### config.mk
export PLATFORM = sky130hd
export DESIGN_NAME = uhs_hub_status
export DESIGN_NICKNAME = d
export VERILOG_FILES = /design/src/uhs_hub_status.v
export VERILOG_INCLUDE_DIRS = /design/src
export SDC_FILE = /design/constraint.sdc
export NUM_CORES = 1
export LEC_CHECK = 0
export ABC_AREA = 1
export BUFFER_PORTS_ARGS = -buffer_cell sky130_fd_sc_hd__buf_4
export CORE_MARGIN = 2
export CORE_UTILIZATION = 45
export DETAILED_ROUTE_END_ITERATION = 7
export GPL_ROUTABILITY_DRIVEN = 0
export PLACE_DENSITY = 0.81
export SYNTH_ARGS = -nofsm -noshare
export SYNTH_HDL_FRONTEND = slang
export SYNTH_SLANG_ARGS = --single-unit
### constraint.sdc
create_clock -name I_CLK -period 1.55 [get_ports I_CLK]
set_input_delay 0.31 -clock I_CLK [delete_from_list [all_inputs] [get_ports I_CLK]]
set_output_delay 0.31 -clock I_CLK [all_outputs]
set_load 0.02 [all_outputs]
### src/uhs_map.vh
`ifndef UHS_MAP_VH
`define UHS_MAP_VH

// Output enable levels of the shared indicator/strap pins (enable is active low).
`define UHS_OE_DRIVE 1'b0
`define UHS_OE_RELEASE 1'b1

// Strap value that selects an active high indicator.
`define UHS_POL_ACTIVE_HIGH 1'b0

// Fixed-port strap codes.
`define UHS_FIX_NONE 2'h0
`define UHS_FIX_P1 2'h1
`define UHS_FIX_P12 2'h2
`define UHS_FIX_P123 2'h3

// Fixed-port masks, bit n set when port n+1 has a permanently attached device.
`define UHS_MASK_NONE 4'h0
`define UHS_MASK_P1 4'h1
`define UHS_MASK_P12 4'h3
`define UHS_MASK_P123 4'h7

// Bit positions inside the latched configuration-method code.
`define UHS_CFG_BIT_LO 0
`define UHS_CFG_BIT_HI 1

// Synchroniser depth for pin inputs.
`define UHS_SYNC_DEPTH 2

`endif

### src/uhs_hub_status.v
`include "uhs_map.vh"

module uhs_hub_status (
	input wire I_CLK,
	input wire I_RST_N,
	input wire I_HSI_PIN,
	input wire I_ASI_PIN,
	input wire I_FIXED_PORT_STRAP1,
	input wire I_CFG_SEL0,
	input wire I_SPEED_VALID,
	input wire I_LINK_HS,
	input wire I_CONFIGURED,
	input wire I_SUSPENDED,
	output wire O_HISPEED_LINK_INDICATOR,
	output wire O_HISPEED_LINK_INDICATOR_OE_N,
	output wire O_ACTIVE_SUSPEND_INDICATOR,
	output wire O_ACTIVE_SUSPEND_INDICATOR_OE_N,
	output wire [1:0] O_CFG_METHOD,
	output wire [3:0] O_FIXED_PORT_MASK,
	output wire O_SELF_POWERED,
	output wire O_STRAPS_VALID
);

	// Synchroniser bank and the place of each pin inside it.
	localparam PIN_COUNT = 4;
	localparam SYNC_DEPTH = `UHS_SYNC_DEPTH;
	localparam PIN_HSI = 0;
	localparam PIN_ASI = 1;
	localparam PIN_FIX1 = 2;
	localparam PIN_CFG0 = 3;

	// One-hot sequence from reset release to driving the shared pins.
	localparam [2:0] ST_WAIT = 3'h1;
	localparam [2:0] ST_SETTLE = 3'h2;
	localparam [2:0] ST_DRIVE = 3'h4;

	wire [PIN_COUNT-1:0] pin_raw;
	wire [PIN_COUNT-1:0] pin_sync;
	wire captured;
	wire hs_on;
	wire act_on;
	wire hs_pol;
	wire act_pol;

	reg [2:0] state_q;
	reg [2:0] state_d;
	reg [1:0] cfg_q;
	reg [1:0] cfg_d;
	reg [1:0] fix_q;
	reg [1:0] fix_d;
	reg [3:0] mask_q;
	reg [3:0] mask_d;
	reg [3:0] mask_dec;
	reg oe_n_q;
	reg oe_n_d;
	reg hsi_out_q;
	reg hsi_out_d;
	reg asi_out_q;
	reg asi_out_d;

	assign pin_raw[PIN_HSI] = I_HSI_PIN;
	assign pin_raw[PIN_ASI] = I_ASI_PIN;
	assign pin_raw[PIN_FIX1] = I_FIXED_PORT_STRAP1;
	assign pin_raw[PIN_CFG0] = I_CFG_SEL0;

	// The synchronisers carry no reset, so they still hold the strap level at release.
	genvar gi;
	generate
		for (gi = 0; gi < PIN_COUNT; gi = gi + 1) begin : g_sync
			reg [SYNC_DEPTH-1:0] stage_q;

			always @(posedge I_CLK) begin
				stage_q <= {stage_q[SYNC_DEPTH-2:0], pin_raw[gi]};
			end

			assign pin_sync[gi] = stage_q[SYNC_DEPTH-1];
		end
	endgenerate

	// The straps are taken once, on the first edge after reset release.
	always @* begin
		case (state_q)
			ST_WAIT: begin
				state_d = ST_SETTLE;
			end
			ST_SETTLE: begin
				state_d = ST_DRIVE;
			end
			ST_DRIVE: begin
				state_d = ST_DRIVE;
			end
			default: begin
				state_d = ST_WAIT;
			end
		endcase
	end

	always @(posedge I_CLK or negedge I_RST_N) begin
		if (!I_RST_N) begin
			state_q <= ST_WAIT;
		end else begin
			state_q <= state_d;
		end
	end

	assign captured = (state_q == ST_SETTLE) | (state_q == ST_DRIVE);

	always @* begin
		case ({pin_sync[PIN_FIX1], pin_sync[PIN_ASI]})
			`UHS_FIX_NONE: mask_dec = `UHS_MASK_NONE;
			`UHS_FIX_P1: mask_dec = `UHS_MASK_P1;
			`UHS_FIX_P12: mask_dec = `UHS_MASK_P12;
			`UHS_FIX_P123: mask_dec = `UHS_MASK_P123;
			default: mask_dec = `UHS_MASK_NONE;
		endcase
	end

	always @* begin
		if (state_q == ST_WAIT) begin
			cfg_d = {pin_sync[PIN_HSI], pin_sync[PIN_CFG0]};
			fix_d = {pin_sync[PIN_FIX1], pin_sync[PIN_ASI]};
			mask_d = mask_dec;
		end else begin
			cfg_d = cfg_q;
			fix_d = fix_q;
			mask_d = mask_q;
		end
	end

	always @(posedge I_CLK or negedge I_RST_N) begin
		if (!I_RST_N) begin
			cfg_q <= 2'h0;
		end else begin
			cfg_q <= cfg_d;
		end
	end

	always @(posedge I_CLK or negedge I_RST_N) begin
		if (!I_RST_N) begin
			fix_q <= 2'h0;
		end else begin
			fix_q <= fix_d;
		end
	end

	always @(posedge I_CLK or negedge I_RST_N) begin
		if (!I_RST_N) begin
			mask_q <= `UHS_MASK_NONE;
		end else begin
			mask_q <= mask_d;
		end
	end

	// Before capture the polarity comes straight from the pin, so the first level is negated.
	assign hs_pol = captured ? cfg_q[`UHS_CFG_BIT_HI] : pin_sync[PIN_HSI];
	assign act_pol = captured ? fix_q[0] : pin_sync[PIN_ASI];
	assign hs_on = captured & I_SPEED_VALID & I_LINK_HS;
	assign act_on = captured & I_CONFIGURED & ~I_SUSPENDED;

	always @* begin
		oe_n_d = captured ? `UHS_OE_DRIVE : `UHS_OE_RELEASE;
		hsi_out_d = hs_on ^ hs_pol;
		asi_out_d = act_on ^ act_pol;
	end

	always @(posedge I_CLK or negedge I_RST_N) begin
		if (!I_RST_N) begin
			oe_n_q <= `UHS_OE_RELEASE;
		end else begin
			oe_n_q <= oe_n_d;
		end
	end

	always @(posedge I_CLK or negedge I_RST_N) begin
		if (!I_RST_N) begin
			hsi_out_q <= 1'b0;
		end else begin
			hsi_out_q <= hsi_out_d;
		end
	end

	always @(posedge I_CLK or negedge I_RST_N) begin
		if (!I_RST_N) begin
			asi_out_q <= 1'b0;
		end else begin
			asi_out_q <= asi_out_d;
		end
	end

	assign O_HISPEED_LINK_INDICATOR = hsi_out_q;
	assign O_HISPEED_LINK_INDICATOR_OE_N = oe_n_q;
	assign O_ACTIVE_SUSPEND_INDICATOR = asi_out_q;
	assign O_ACTIVE_SUSPEND_INDICATOR_OE_N = oe_n_q;
	assign O_CFG_METHOD = cfg_q;
	assign O_FIXED_PORT_MASK = mask_q;
	assign O_SELF_POWERED = fix_q[0];
	assign O_STRAPS_VALID = captured;

endmodule // uhs_hub_status

**Word-level counts from Yosys, hierarchy flattened**

Cells that the tools add are included.

- Equal/unequal tests: 6
- Bitwise gates (word level): 8
- Reductions and logical operators: 2
- Mux-type cells: 5

Operators with widths:

| operator | count |
|---|---|
| $pmux W4 S4 | 1 |
| $pmux W3 S2 | 1 |
| $and A1 B1 Y1 | 4 |
| $eq A2 B2 Y1 const B | 2 |
| $eq A3 B1 Y1 const B | 1 |
| $eq A3 B2 Y1 const B | 1 |
| $eq A3 B3 Y1 const B | 1 |
| $mux W1 | 3 |
| $eq A2 B1 Y1 const B | 1 |
| $logic_not A2 Y1 | 1 |
| $reduce_or A2 Y1 | 1 |
| $xor A1 B1 Y1 | 2 |
| $not A1 Y1 | 1 |
| $or A1 B1 Y1 | 1 |

- Output and inout port bits: 12
- Word-level logic and storage cells: 32
- Bits of input ports: 10
- Register bits after elaboration: 21

**Longest topological paths before layout**

Gate-level depths: netlist of run 1.

- Depth in word-level cells: 5
- Gate-level depth with buffers: 7
- Gate-level depth less buffers: 7

**Worst setup path after synthesis of run 1**

No wires, ideal clock.

- Path kind: register to output
- Start: register state_q[0]
- End: output O_STRAPS_VALID
- Data required time: 1,240 ps
- Stages on the path, launching flop included: 4
- Slack: 499 ps
- Arrival: 741 ps
- Buffers on the path: 0
- Cell sequence: dfstp_2 > inv_1 > nand2_1 > nor2_4

- Longest elaborated chain between the ends: 2
- Elaborated cells between the ends (all ways): 3
- Classes of those cells: eq/ne: 2; bitwise: 1

Ends and longest elaborated chain:

| what | RTL line | source |
|---|---|---|
| start, declared | uhs_hub_status.v:45 | `reg [2:0] state_q;` |
| start signal, assigned | uhs_hub_status.v:102 | `state_q <= state_d;` |
| $eq A3 B2 Y1 / $eq A3 B3 Y1 (equally long branches) | uhs_hub_status.v:106 | `assign captured = (state_q == ST_SETTLE) \| (state_q == ST_DRIVE);` |
| $or A1 B1 Y1 (*) | uhs_hub_status.v:106 |  |
| end, declared | uhs_hub_status.v:21 | `output wire O_STRAPS_VALID` |

Every way passes the cells marked *; elsewhere a longest branch is shown, timed or not.

**Worst setup path after layout of run 1**

- Start: register state_q[2]
- End: output O_STRAPS_VALID

The elaborated chain is that of the path after synthesis.

==> results.yml, run 1 <==
outcome:
  status: "finished, final reports clean"
routing:
  routedWlPerCell_um: 9.83
  via_count: 512
  wl_um: 1100
  drt_iter0_drc: 12
  drc: 0
  via_per_inst: 4.57
  drt_first_pass_iters: 4
  antenna_left: 0
timing:
  setup_viol: 0
  fin_ws_ns: 0.0495
  post-route-min-period_ns: 1.50
  clock_skew_ns: 0.00357
  maxSlewViolCount: 0
  fmax_mhz: 666
  finalCritPeriodShare_pct: 96.8
  rsz0062_at_grt: "yes"
  hold_violations: 0
logic_synthesis:
  synthesis.nets: 81
  synth_edf_count: 0
  synthMostInstantiatedCell: "nand2_1"
  ys.flop_type: "dfrtp_1"
  ys_top_cells_by_count: "nand2_1 (24), dfrtp_1 (10), inv_1 (10)"
  ys_types: 16
  async_reset_ff_share_pct: 60.0
  yosysSeqAreaShare_pct: 65.0
  yosysTopAreaCellShare_pct: 35.1
  syn_inst: 71
  synth_area_leaders: "dfrtp_1 (35%), dfxtp_1 (22%), nand2_1 (13%), dfstp_2 (7.4%), inv_1 (5.3%)"
  avgSynthCellArea_um2: 10.0
  syn-cell-area_um2: 712
  yosys.area.top_type: "dfrtp_1"
  ys_ff_latch: 20
  yosysWarnings: 0
worst_setup_path:
  critPathSlowestCell: "dfrtp_1"
  r2r-end: "fix_q[0]"
  r2r-start: "state_q[2]"
  crit_top_cell: "nor2_4"
  cp.depth: 4
  startpoint_type: "flop"
  crit_family: "flip-flops"
  rr_worst_depth: 6
  crit_fanout: 5
  timing.critical_path.buf_inv: 2
  end_kind: "primary output"
  crit_chain: "buf_4 -> nor2_4 -> nor2_4 -> buf_6"
  crit_start: "state_q[2]"
  cp-endpoint: "O_STRAPS_VALID"
  slowest_delay_ns: 0.42
  rrSetupSlack_ns: 0.47
  worstSetupPathType: "flop to primary output"
  crit_required_ns: 1.24
  cp.arrival_ns: 1.19
die:
  start_util_pct: 47.8
  top_level_ports: 22
  die_h_um: 43.8
  num_rows: 14
  dieArea_um2: 1920
  dieWidth_um: 43.8
  core-area_um2: 1490
grt:
  grt_antenna_before_repair: 0
  track_usage_pct: 13.5
  grt_max_degree: 13
  grt_pass1_wl_um: 1870
  grt-ovfl-total: 0
  grt_pass1_vias: 490
clock_tree:
  cts_max_path_buffers: 2
  numCtsBuffers: 3
  clockRootBuffer: "clkbuf_4"
  h-tree-depth: 1
  clk_latency_ns: 0.30
  cts_tree: "yes"
  cts.clk_slew.worst_paths_ns: 0.10
  cts.sinks: 20
power_and_ir_drop:
  static-leakage-power_nw: 0.512
  ir_worst_vdd_mv: 0.589
  powerDensity_nw_per_um2: 956
job:
  max-cap-violations: 0
placement:
  dp_cells: 105
  io_buffers: 20
  dp_hpwl_um: 811
  pre_cts_ws_ns: 0.341
finish:
  num_antenna_cells: 0
  drive_above_1_share_pct: 38.5
  layout.cells.non_filler: 112
  num-nets-final: 107
  area_growth_pct: 30.2
worst_hold_path:
  hold_path.class: "input port to flop"
## registers in the layout (all words and copies together) (netlist names)
name,flops
O_FIXED_PORT_MASK,3
state_q,3
O_CFG_METHOD,2
g_sync.stage_q,8
O_HISPEED_LINK_INDICATOR,1
fix_q,1
O_ACTIVE_SUSPEND_INDICATOR_OE_N,1
O_ACTIVE_SUSPEND_INDICATOR,1
## what timing repair did
action / in CTS / in global routing
resized for setup: 0 / 3
endpoints found under the setup margin: 1 / 1
setup buffers: 1 / 1
pin swaps: 0 / 3
hold buffers: 1 / 0
endpoints found under the hold margin: 10 / 0
## stage by stage
step	total power, mW	instance area (um2)	hold WS, ns	utilization [%]	setup TNS [ns]
2_1_floorplan	0.601	712	0.0144	-	0
3_3_place_gp	0.644	867	0.153	58.2	0
3_5_place_dp	0.647	867	0.161	58.2	0
4_1_cts	0.903	911	0.0906	61.2	0
5_1_grt	0.927	927	0.0902	62.3	-0.0279
6_report	0.886	927	0.107	62.3	0
## placed cells by master, fill, tap and decap left out
cell type	Yosys	routed
nand2_1	24	22
buf_4	2	21
dfrtp_1	10	10
inv_1	10	10
dfxtp_1	8	8
nand2_2	2	4
nand3_1	3	3
clkbuf_4	0	3
dfstp_2	2	2
nor2_4	2	2
o21ai_0	2	2
nand2_4	1	1
clkinv_4	1	1
nor2_1	1	1
o21ai_2	1	1
nand3_2	1	1
conb_1	1	1
clkbuf_1	0	1
dlygate4sd3_1	0	1
buf_6	0	1
## how the worst min path moves through the flow
stage,startpoint,endpoint,cells after the start
6_report,I_FIXED_PORT_STRAP1,g_sync[2].stage_q[0],1
5_1_grt,I_FIXED_PORT_STRAP1,g_sync[2].stage_q[0],1
4_1_cts,I_ASI_PIN,g_sync[1].stage_q[0],1
3_5_place_dp,I_RST_N,state_q[2],1
3_3_place_gp,I_RST_N,O_HISPEED_LINK_INDICATOR,1
2_1_floorplan,I_RST_N,O_ACTIVE_SUSPEND_INDICATOR,0
## layer usage
metal | global-route usage, % | up-vias | share of wire [%] | wire (um)
li1 | - | 255 | - | -
met1 | 15.1 | 242 | 42 | 467
met2 | 23.8 | 15 | 52 | 568
met3 | 2.50 | 0 | 5.9 | 65
met4 | 7.27 | 0 | 0 | 0
met5 | 0 | - | 0 | 0
## worst reg2reg max path, cell delays in order (launching register included)
cell and delay, ns:
dfrtp_1 0.42, buf_4 0.15, nor2_4 0.14, nand2_4 0.11, clkinv_4 0.09, nand2_2 0.07, o21ai_2 0.05
## report_power, final
group	internal [mW]	switching [mW]	total, mW
Clock	0.100	0.149	0.250
Sequential	0.542	0.00984	0.552
Combinational	0.0409	0.0439	0.0848
Total	0.683	0.203	0.886
## logic make-up after synthesis
logic type / share of synthesized area [%]
AOI/OAI and AO/OA: 2.64
and+or+nand+nor: 23.2
DFF: 65.0
other: 0.527
buffers and inverters: 8.61
## area by class of cell
type | count | area [um2]
multi-input combinational | 38 | 193
sequential | 20 | 463
fill | 123 | 562
tap | 16 | 20.0
inverter | 11 | 46.3
timing repair buffer | 23 | 179
clock buffer | 4 | 26.3
(Power assumes the default switching activity.)
==> inputs of run 2 (changes only) <==
--- a/config.mk
+++ b/config.mk
@@ -7,12 +7,13 @@
 export NUM_CORES = 1
 export LEC_CHECK = 0
 export ABC_AREA = 1
-export BUFFER_PORTS_ARGS = -buffer_cell sky130_fd_sc_hd__buf_4
 export CORE_MARGIN = 2
 export CORE_UTILIZATION = 45
 export DETAILED_ROUTE_END_ITERATION = 7
+export DONT_BUFFER_PORTS = 1
 export GPL_ROUTABILITY_DRIVEN = 0
-export PLACE_DENSITY = 0.81
+export GPL_TIMING_DRIVEN = 1
+export PLACE_DENSITY = 0.69
 export SYNTH_ARGS = -nofsm -noshare
 export SYNTH_HDL_FRONTEND = slang
 export SYNTH_SLANG_ARGS = --single-unit
==> run 2 against run 1 <==
  * Critical path depth shrank 1
  * Largest cell class unchanged
  * Power shrank 5.0%
  * Hold slack lost 0.068 ns
  * Design area shrank 19%
  * Sequential power grew 3%
  * Register-to-register slack lost 0.03 ns
  * Die area is the same
==> results.yml, run 2 (synthesis gave the netlist of run 1 again) <==
worst_setup_path:
  timing.critical_path.buf_inv: 0
  crit_family: "flip-flops"
  startpoint_type: "flop"
  worstSetupPathType: "flop to primary output"
  end_kind: "primary output"
  crit_fanout: 5
  critPathSlowestCell: "dfrtp_1"
  crit_required_ns: 1.24
  crit_top_cell: "nand2_1"
  cp.arrival_ns: 1.13
  slowest_delay_ns: 0.43
  crit_chain: "nand2_1 -> nand2_1 -> nor2_4"
die:
  die_h_um: 43.8
  num_rows: 14
  start_util_pct: 47.8
  top_level_ports: 22
  dieWidth_um: 43.8
  dieArea_um2: 1920
  core-area_um2: 1490
grt:
  grt_antenna_before_repair: 0
  grt_pass1_vias: 386
  grt_max_degree: 13
  track_usage_pct: 11.7
  grt-ovfl-total: 0
  grt_pass1_wl_um: 1590
power_and_ir_drop:
  seq_power_share_pct: 67.5
  pwr-share-comb_pct: 3.8
  internal_power_uw: 654
  switching_power_uw: 188
  clkPwrFrac_pct: 28.7
  powerDensity_nw_per_um2: 1120
  ir_worst_vdd_mv: 0.634
  static-leakage-power_nw: 0.403
  swShare_pct: 22.3
finish:
  num_antenna_cells: 0
  area_growth_pct: 5.80
  mostFrequentLayoutCells: "nand2_1 (24), dfrtp_1 (10), inv_1 (10), dfxtp_1 (8)"
  drive_above_1_share_pct: 17.6
  largest_reg_flops: 8
  final_common_cell: "nand2_1"
  layout.cells.non_filler: 90
  design_area_um2: 753
  regMostFlops: "g_sync.stage_q"
  num-nets-final: 85
placement:
  dp_cells: 85
  dp_hpwl_um: 738
  placed_area_um2: 717
  io_buffers: 0
clock_tree:
  clockRootBuffer: "clkbuf_4"
  cts_tree: "yes"
  cts_max_path_buffers: 2
  cts.clk_slew.worst_paths_ns: 0.10
  postCtsSetupBuffers: 0
  numCtsBuffers: 3
  cts.hold.buffers_added: 1
  cts_resized: 0
  clk_latency_ns: 0.29
  cts.sinks: 20
  h-tree-depth: 1
timing:
  hold_violations: 0
  maxSlewHeadroom_pct: 64.7
  setup_viol: 0
  setup_tns_ns: 0
  clock_skew_ns: 0.00231
  tightest_slew_ns: 0.528
  post-route-min-period_ns: 1.44
  rsz0062_at_grt: "no"
  hold_slack_ns: 0.0381
  finalCritPeriodShare_pct: 92.8
  fmax_mhz: 695
  maxSlewViolCount: 0
outcome:
  status: "finished, final reports clean"
routing:
  drc: 0
  via_per_inst: 4.72
  routedWlPerCell_um: 10.5
  antenna_left: 0
  drt_first_pass_iters: 1
  via_count: 425
  wl_um: 945
  drt_iter0_drc: 0
job:
  max-cap-violations: 0
worst_hold_path:
  hold_path.class: "input port to flop"
## run 2: worst reg2reg max path, stage by stage, from the launching register on
cell,delay (ns)
dfrtp_1,0.43
nand2_1,0.11
nand2_1,0.09
nor2_4,0.21
nand2_1,0.07
nand2_1,0.07
inv_1,0.03
## run 2: layout make-up
cell class / instances / area [um2]
multi-input cells: 38 / 188
flip-flops and latches: 20 / 463
fillers: 141 / 736
clock buffers: 4 / 26.3
repair buffers: 1 / 10.0
inverters: 11 / 46.3
well taps: 16 / 20.0
## run 2: layer usage
layer	share of wire [%]	global-route usage [%]	up-vias
met2	51	18.5	13
met5	0	0	-
met1	43	13.6	195
met4	0.85	9.09	0
li1	-	-	215
met3	5.1	2.50	2
## run 2: power by group through the flow
stage	sequential, mW	combinational [mW]	clock, mW
CTS	0.569	0.0331	0.252
global placement	0.579	0.0240	0
detailed placement	0.580	0.0251	0
floorplan	0.577	0.0237	0
global route	0.570	0.0383	0.270
finish	0.568	0.0319	0.241
## run 2: stage by stage
stage / power, mW / worst slack (ns) / util, %
2_1_floorplan: 0.601 / 0.499 / -
3_3_place_gp: 0.603 / 0.479 / 48.2
3_5_place_dp: 0.605 / 0.423 / 48.2
4_1_cts: 0.854 / 0.0935 / 50.6
5_1_grt: 0.879 / 0.0368 / 50.6
6_report: 0.842 / 0.112 / 50.6
## run 2: worst paths after layout
check / from / to / slack, ns / cells after the start
setup reg to reg: state_q[1] / O_HISPEED_LINK_INDICATOR / 0.44 / 6
hold reg to reg: g_sync[3].stage_q[0] / g_sync[3].stage_q[1] / 0.34 / 0
min in group asynchronous: I_RST_N / O_CFG_METHOD[0] / 0.43 / 1
hold / removal: I_FIXED_PORT_STRAP1 / g_sync[2].stage_q[0] / 0.04 / 0
max in group asynchronous: I_RST_N / state_q[0] / 0.76 / 1
setup / recovery: state_q[1] / O_STRAPS_VALID / 0.11 / 3
==> inputs of run 3 (changes only) <==
--- a/config.mk
+++ b/config.mk
@@ -9,11 +9,13 @@
 export ABC_AREA = 1
 export CORE_MARGIN = 2
 export CORE_UTILIZATION = 45
+export CTS_CLUSTER_DIAMETER = 200
 export DETAILED_ROUTE_END_ITERATION = 7
 export DONT_BUFFER_PORTS = 1
 export GPL_ROUTABILITY_DRIVEN = 0
 export GPL_TIMING_DRIVEN = 1
 export PLACE_DENSITY = 0.69
+export SETUP_SLACK_MARGIN = 0.5
 export SYNTH_ARGS = -nofsm -noshare
 export SYNTH_HDL_FRONTEND = slang
 export SYNTH_SLANG_ARGS = --single-unit
==> run 3 against run 2 <==
  * Cell count increased by 7.8%
  * Die area unchanged
  * Wire length increased by 12%
  * Setup slack improved by 0.061 ns
  * Via count increased by 3.1%
  * Largest power group unchanged
  * Sequential share of layout area decreased by 5.7 points
  * Hold slack got worse by 0.00097 ns
  * Power increased by 5.4%
  * Combinational power about the same
  * Design area increased by 12%
  * Non-clock buffer count increased by 7
  * Clock skew increased by 0.0020 ns
==> results.yml, run 3 (synthesis gave the netlist of run 1 again) <==
outcome:
  status: "finished, final reports clean"
routing:
  drt_iter0_drc: 2
  wl_um: 1060
  routedWlPerCell_um: 10.9
  via_per_inst: 4.52
  via_count: 438
  drc: 0
  drt_first_pass_iters: 2
  antenna_left: 0
clock_tree:
  numCtsBuffers: 3
  h-tree-depth: 1
  clk_latency_ns: 0.29
  cts_tree: "yes"
  cts.clk_slew.worst_paths_ns: 0.10
  cts.sinks: 20
  clockRootBuffer: "clkbuf_4"
  cts_max_path_buffers: 2
finish:
  area_growth_pct: 18.8
  drive_above_1_share_pct: 37.0
  layout.cells.non_filler: 97
  regMostFlops: "g_sync.stage_q"
  regArea_um2: 472
  postLayoutCoreUtil_pct: 56.8
  nFillCells: 146
  mostFrequentLayoutCells: "nand2_1 (22), inv_1 (10), dfxtp_1 (8), dfrtp_2 (7), buf_4 (5)"
  final_common_cell: "nand2_1"
  multi_input_area_um2: 201
  num-nets-final: 92
  largest_reg_flops: 8
  num_antenna_cells: 0
placement:
  dp_hpwl_um: 715
  dp_cells: 85
  io_buffers: 0
grt:
  grt-ovfl-total: 0
  grt_pass1_wl_um: 1750
  grt_pass1_vias: 410
  track_usage_pct: 13.1
  grt_antenna_before_repair: 0
  grt_max_degree: 13
timing:
  clock_skew_ns: 0.00433
  fmax_mhz: 727
  setup_viol: 0
  maxSlewViolCount: 0
  finalCritPeriodShare_pct: 88.8
  maxSlewHeadroom_pct: 64.9
  tightest_slew_ns: 0.525
  post-route-min-period_ns: 1.38
  rsz0062_at_grt: "yes"
  hold_violations: 0
  setup_tns_ns: 0
power_and_ir_drop:
  seq_power_share_pct: 64.3
  static-leakage-power_nw: 0.423
  internal_power_uw: 699
  ir_worst_vdd_mv: 0.604
  swShare_pct: 21.3
  powerDensity_nw_per_um2: 1050
  pwr-share-comb_pct: 3.6
  clkPwrFrac_pct: 32.1
  switching_power_uw: 189
die:
  dieWidth_um: 43.8
  top_level_ports: 22
  core-area_um2: 1490
  die_h_um: 43.8
  dieArea_um2: 1920
  start_util_pct: 47.8
  num_rows: 14
worst_hold_path:
  hold_path.class: "input port to flop"
job:
  max-cap-violations: 0
worst_setup_path:
  cp.arrival_ns: 1.07
  crit_fanout: 5
  startpoint_type: "flop"
  end_kind: "primary output"
  worstSetupPathType: "flop to primary output"
  crit_required_ns: 1.24
==> run 3: what timing repair did <==
| item | 4_1_cts | 5_1_grt |
|---|---|---|
| hold buffers | 1 | 0 |
| endpoints found under the setup margin | 13 | 21 |
| setup buffers | 5 | 2 |
| pin swaps | 4 | 4 |
| gates resized for setup | 8 | 3 |
| hold endpoints to repair | 12 | 0 |
==> run 3: path summary, 6_finish.rpt <==
check	from	to	slack (ns)	cells after the start
worst max-delay path	state_q[1]	O_STRAPS_VALID	0.17	3
worst min-delay path	I_CFG_SEL0	g_sync[3].stage_q[0]	0.04	0
worst max register to register	state_q[2]	O_FIXED_PORT_MASK[1]	0.32	8
worst min register to register	g_sync[0].stage_q[0]	g_sync[0].stage_q[1]	0.34	0
max in group asynchronous	I_RST_N	O_CFG_METHOD[1]	0.75	1
min in group asynchronous	I_RST_N	O_FIXED_PORT_MASK[0]	0.42	1
==> run 3: cell type report <==
type | count | share of cell area [%]
Multi-Input combinational cell | 38 | 23.8
Sequential cell | 20 | 55.8
Inverter | 11 | 5.47
Tap cell | 16 | 2.37
Clock buffer | 4 | 4.29
Timing Repair Buffer | 8 | 8.28
==> run 3: stage by stage <==
step                      hold slack, ns  worst slack, ns  power [mW]  instance area (um2)
after CTS                         0.0267            0.164       0.903                  815
final                             0.0371            0.174       0.887                  846
after detailed placement          0.0146            0.447       0.605                  719
after global routing             0.00188           0.0919       0.940                  846
after global placement            0.0147            0.487       0.604                  719
after floorplan                   0.0144            0.508       0.601                  714
==> run 3: routing by layer <==
layer  global-route usage [%]  vias to the layer above  wire length, um
met5                        0                        -                0
met4                     7.27                        0                0
met3                     6.25                        0               40
met2                     21.5                       11              580
met1                     13.8                      199              440
li1                         -                      228                -
==> run 3: worst max-delay path: stages, from the launching register on <==
cell     delay, ns
dfrtp_1       0.42
nand2_2       0.09
nand2_2       0.07
nor2_4        0.20
==> run 3: power by group through the flow <==
stage / Clock (mW) / Combinational [mW] / Sequential (mW)
3_3_place_gp: 0 / 0.0242 / 0.579
4_1_cts: 0.298 / 0.0332 / 0.571
2_1_floorplan: 0 / 0.0237 / 0.577
3_5_place_dp: 0 / 0.0249 / 0.580
6_report: 0.285 / 0.0317 / 0.570
5_1_grt: 0.330 / 0.0370 / 0.573
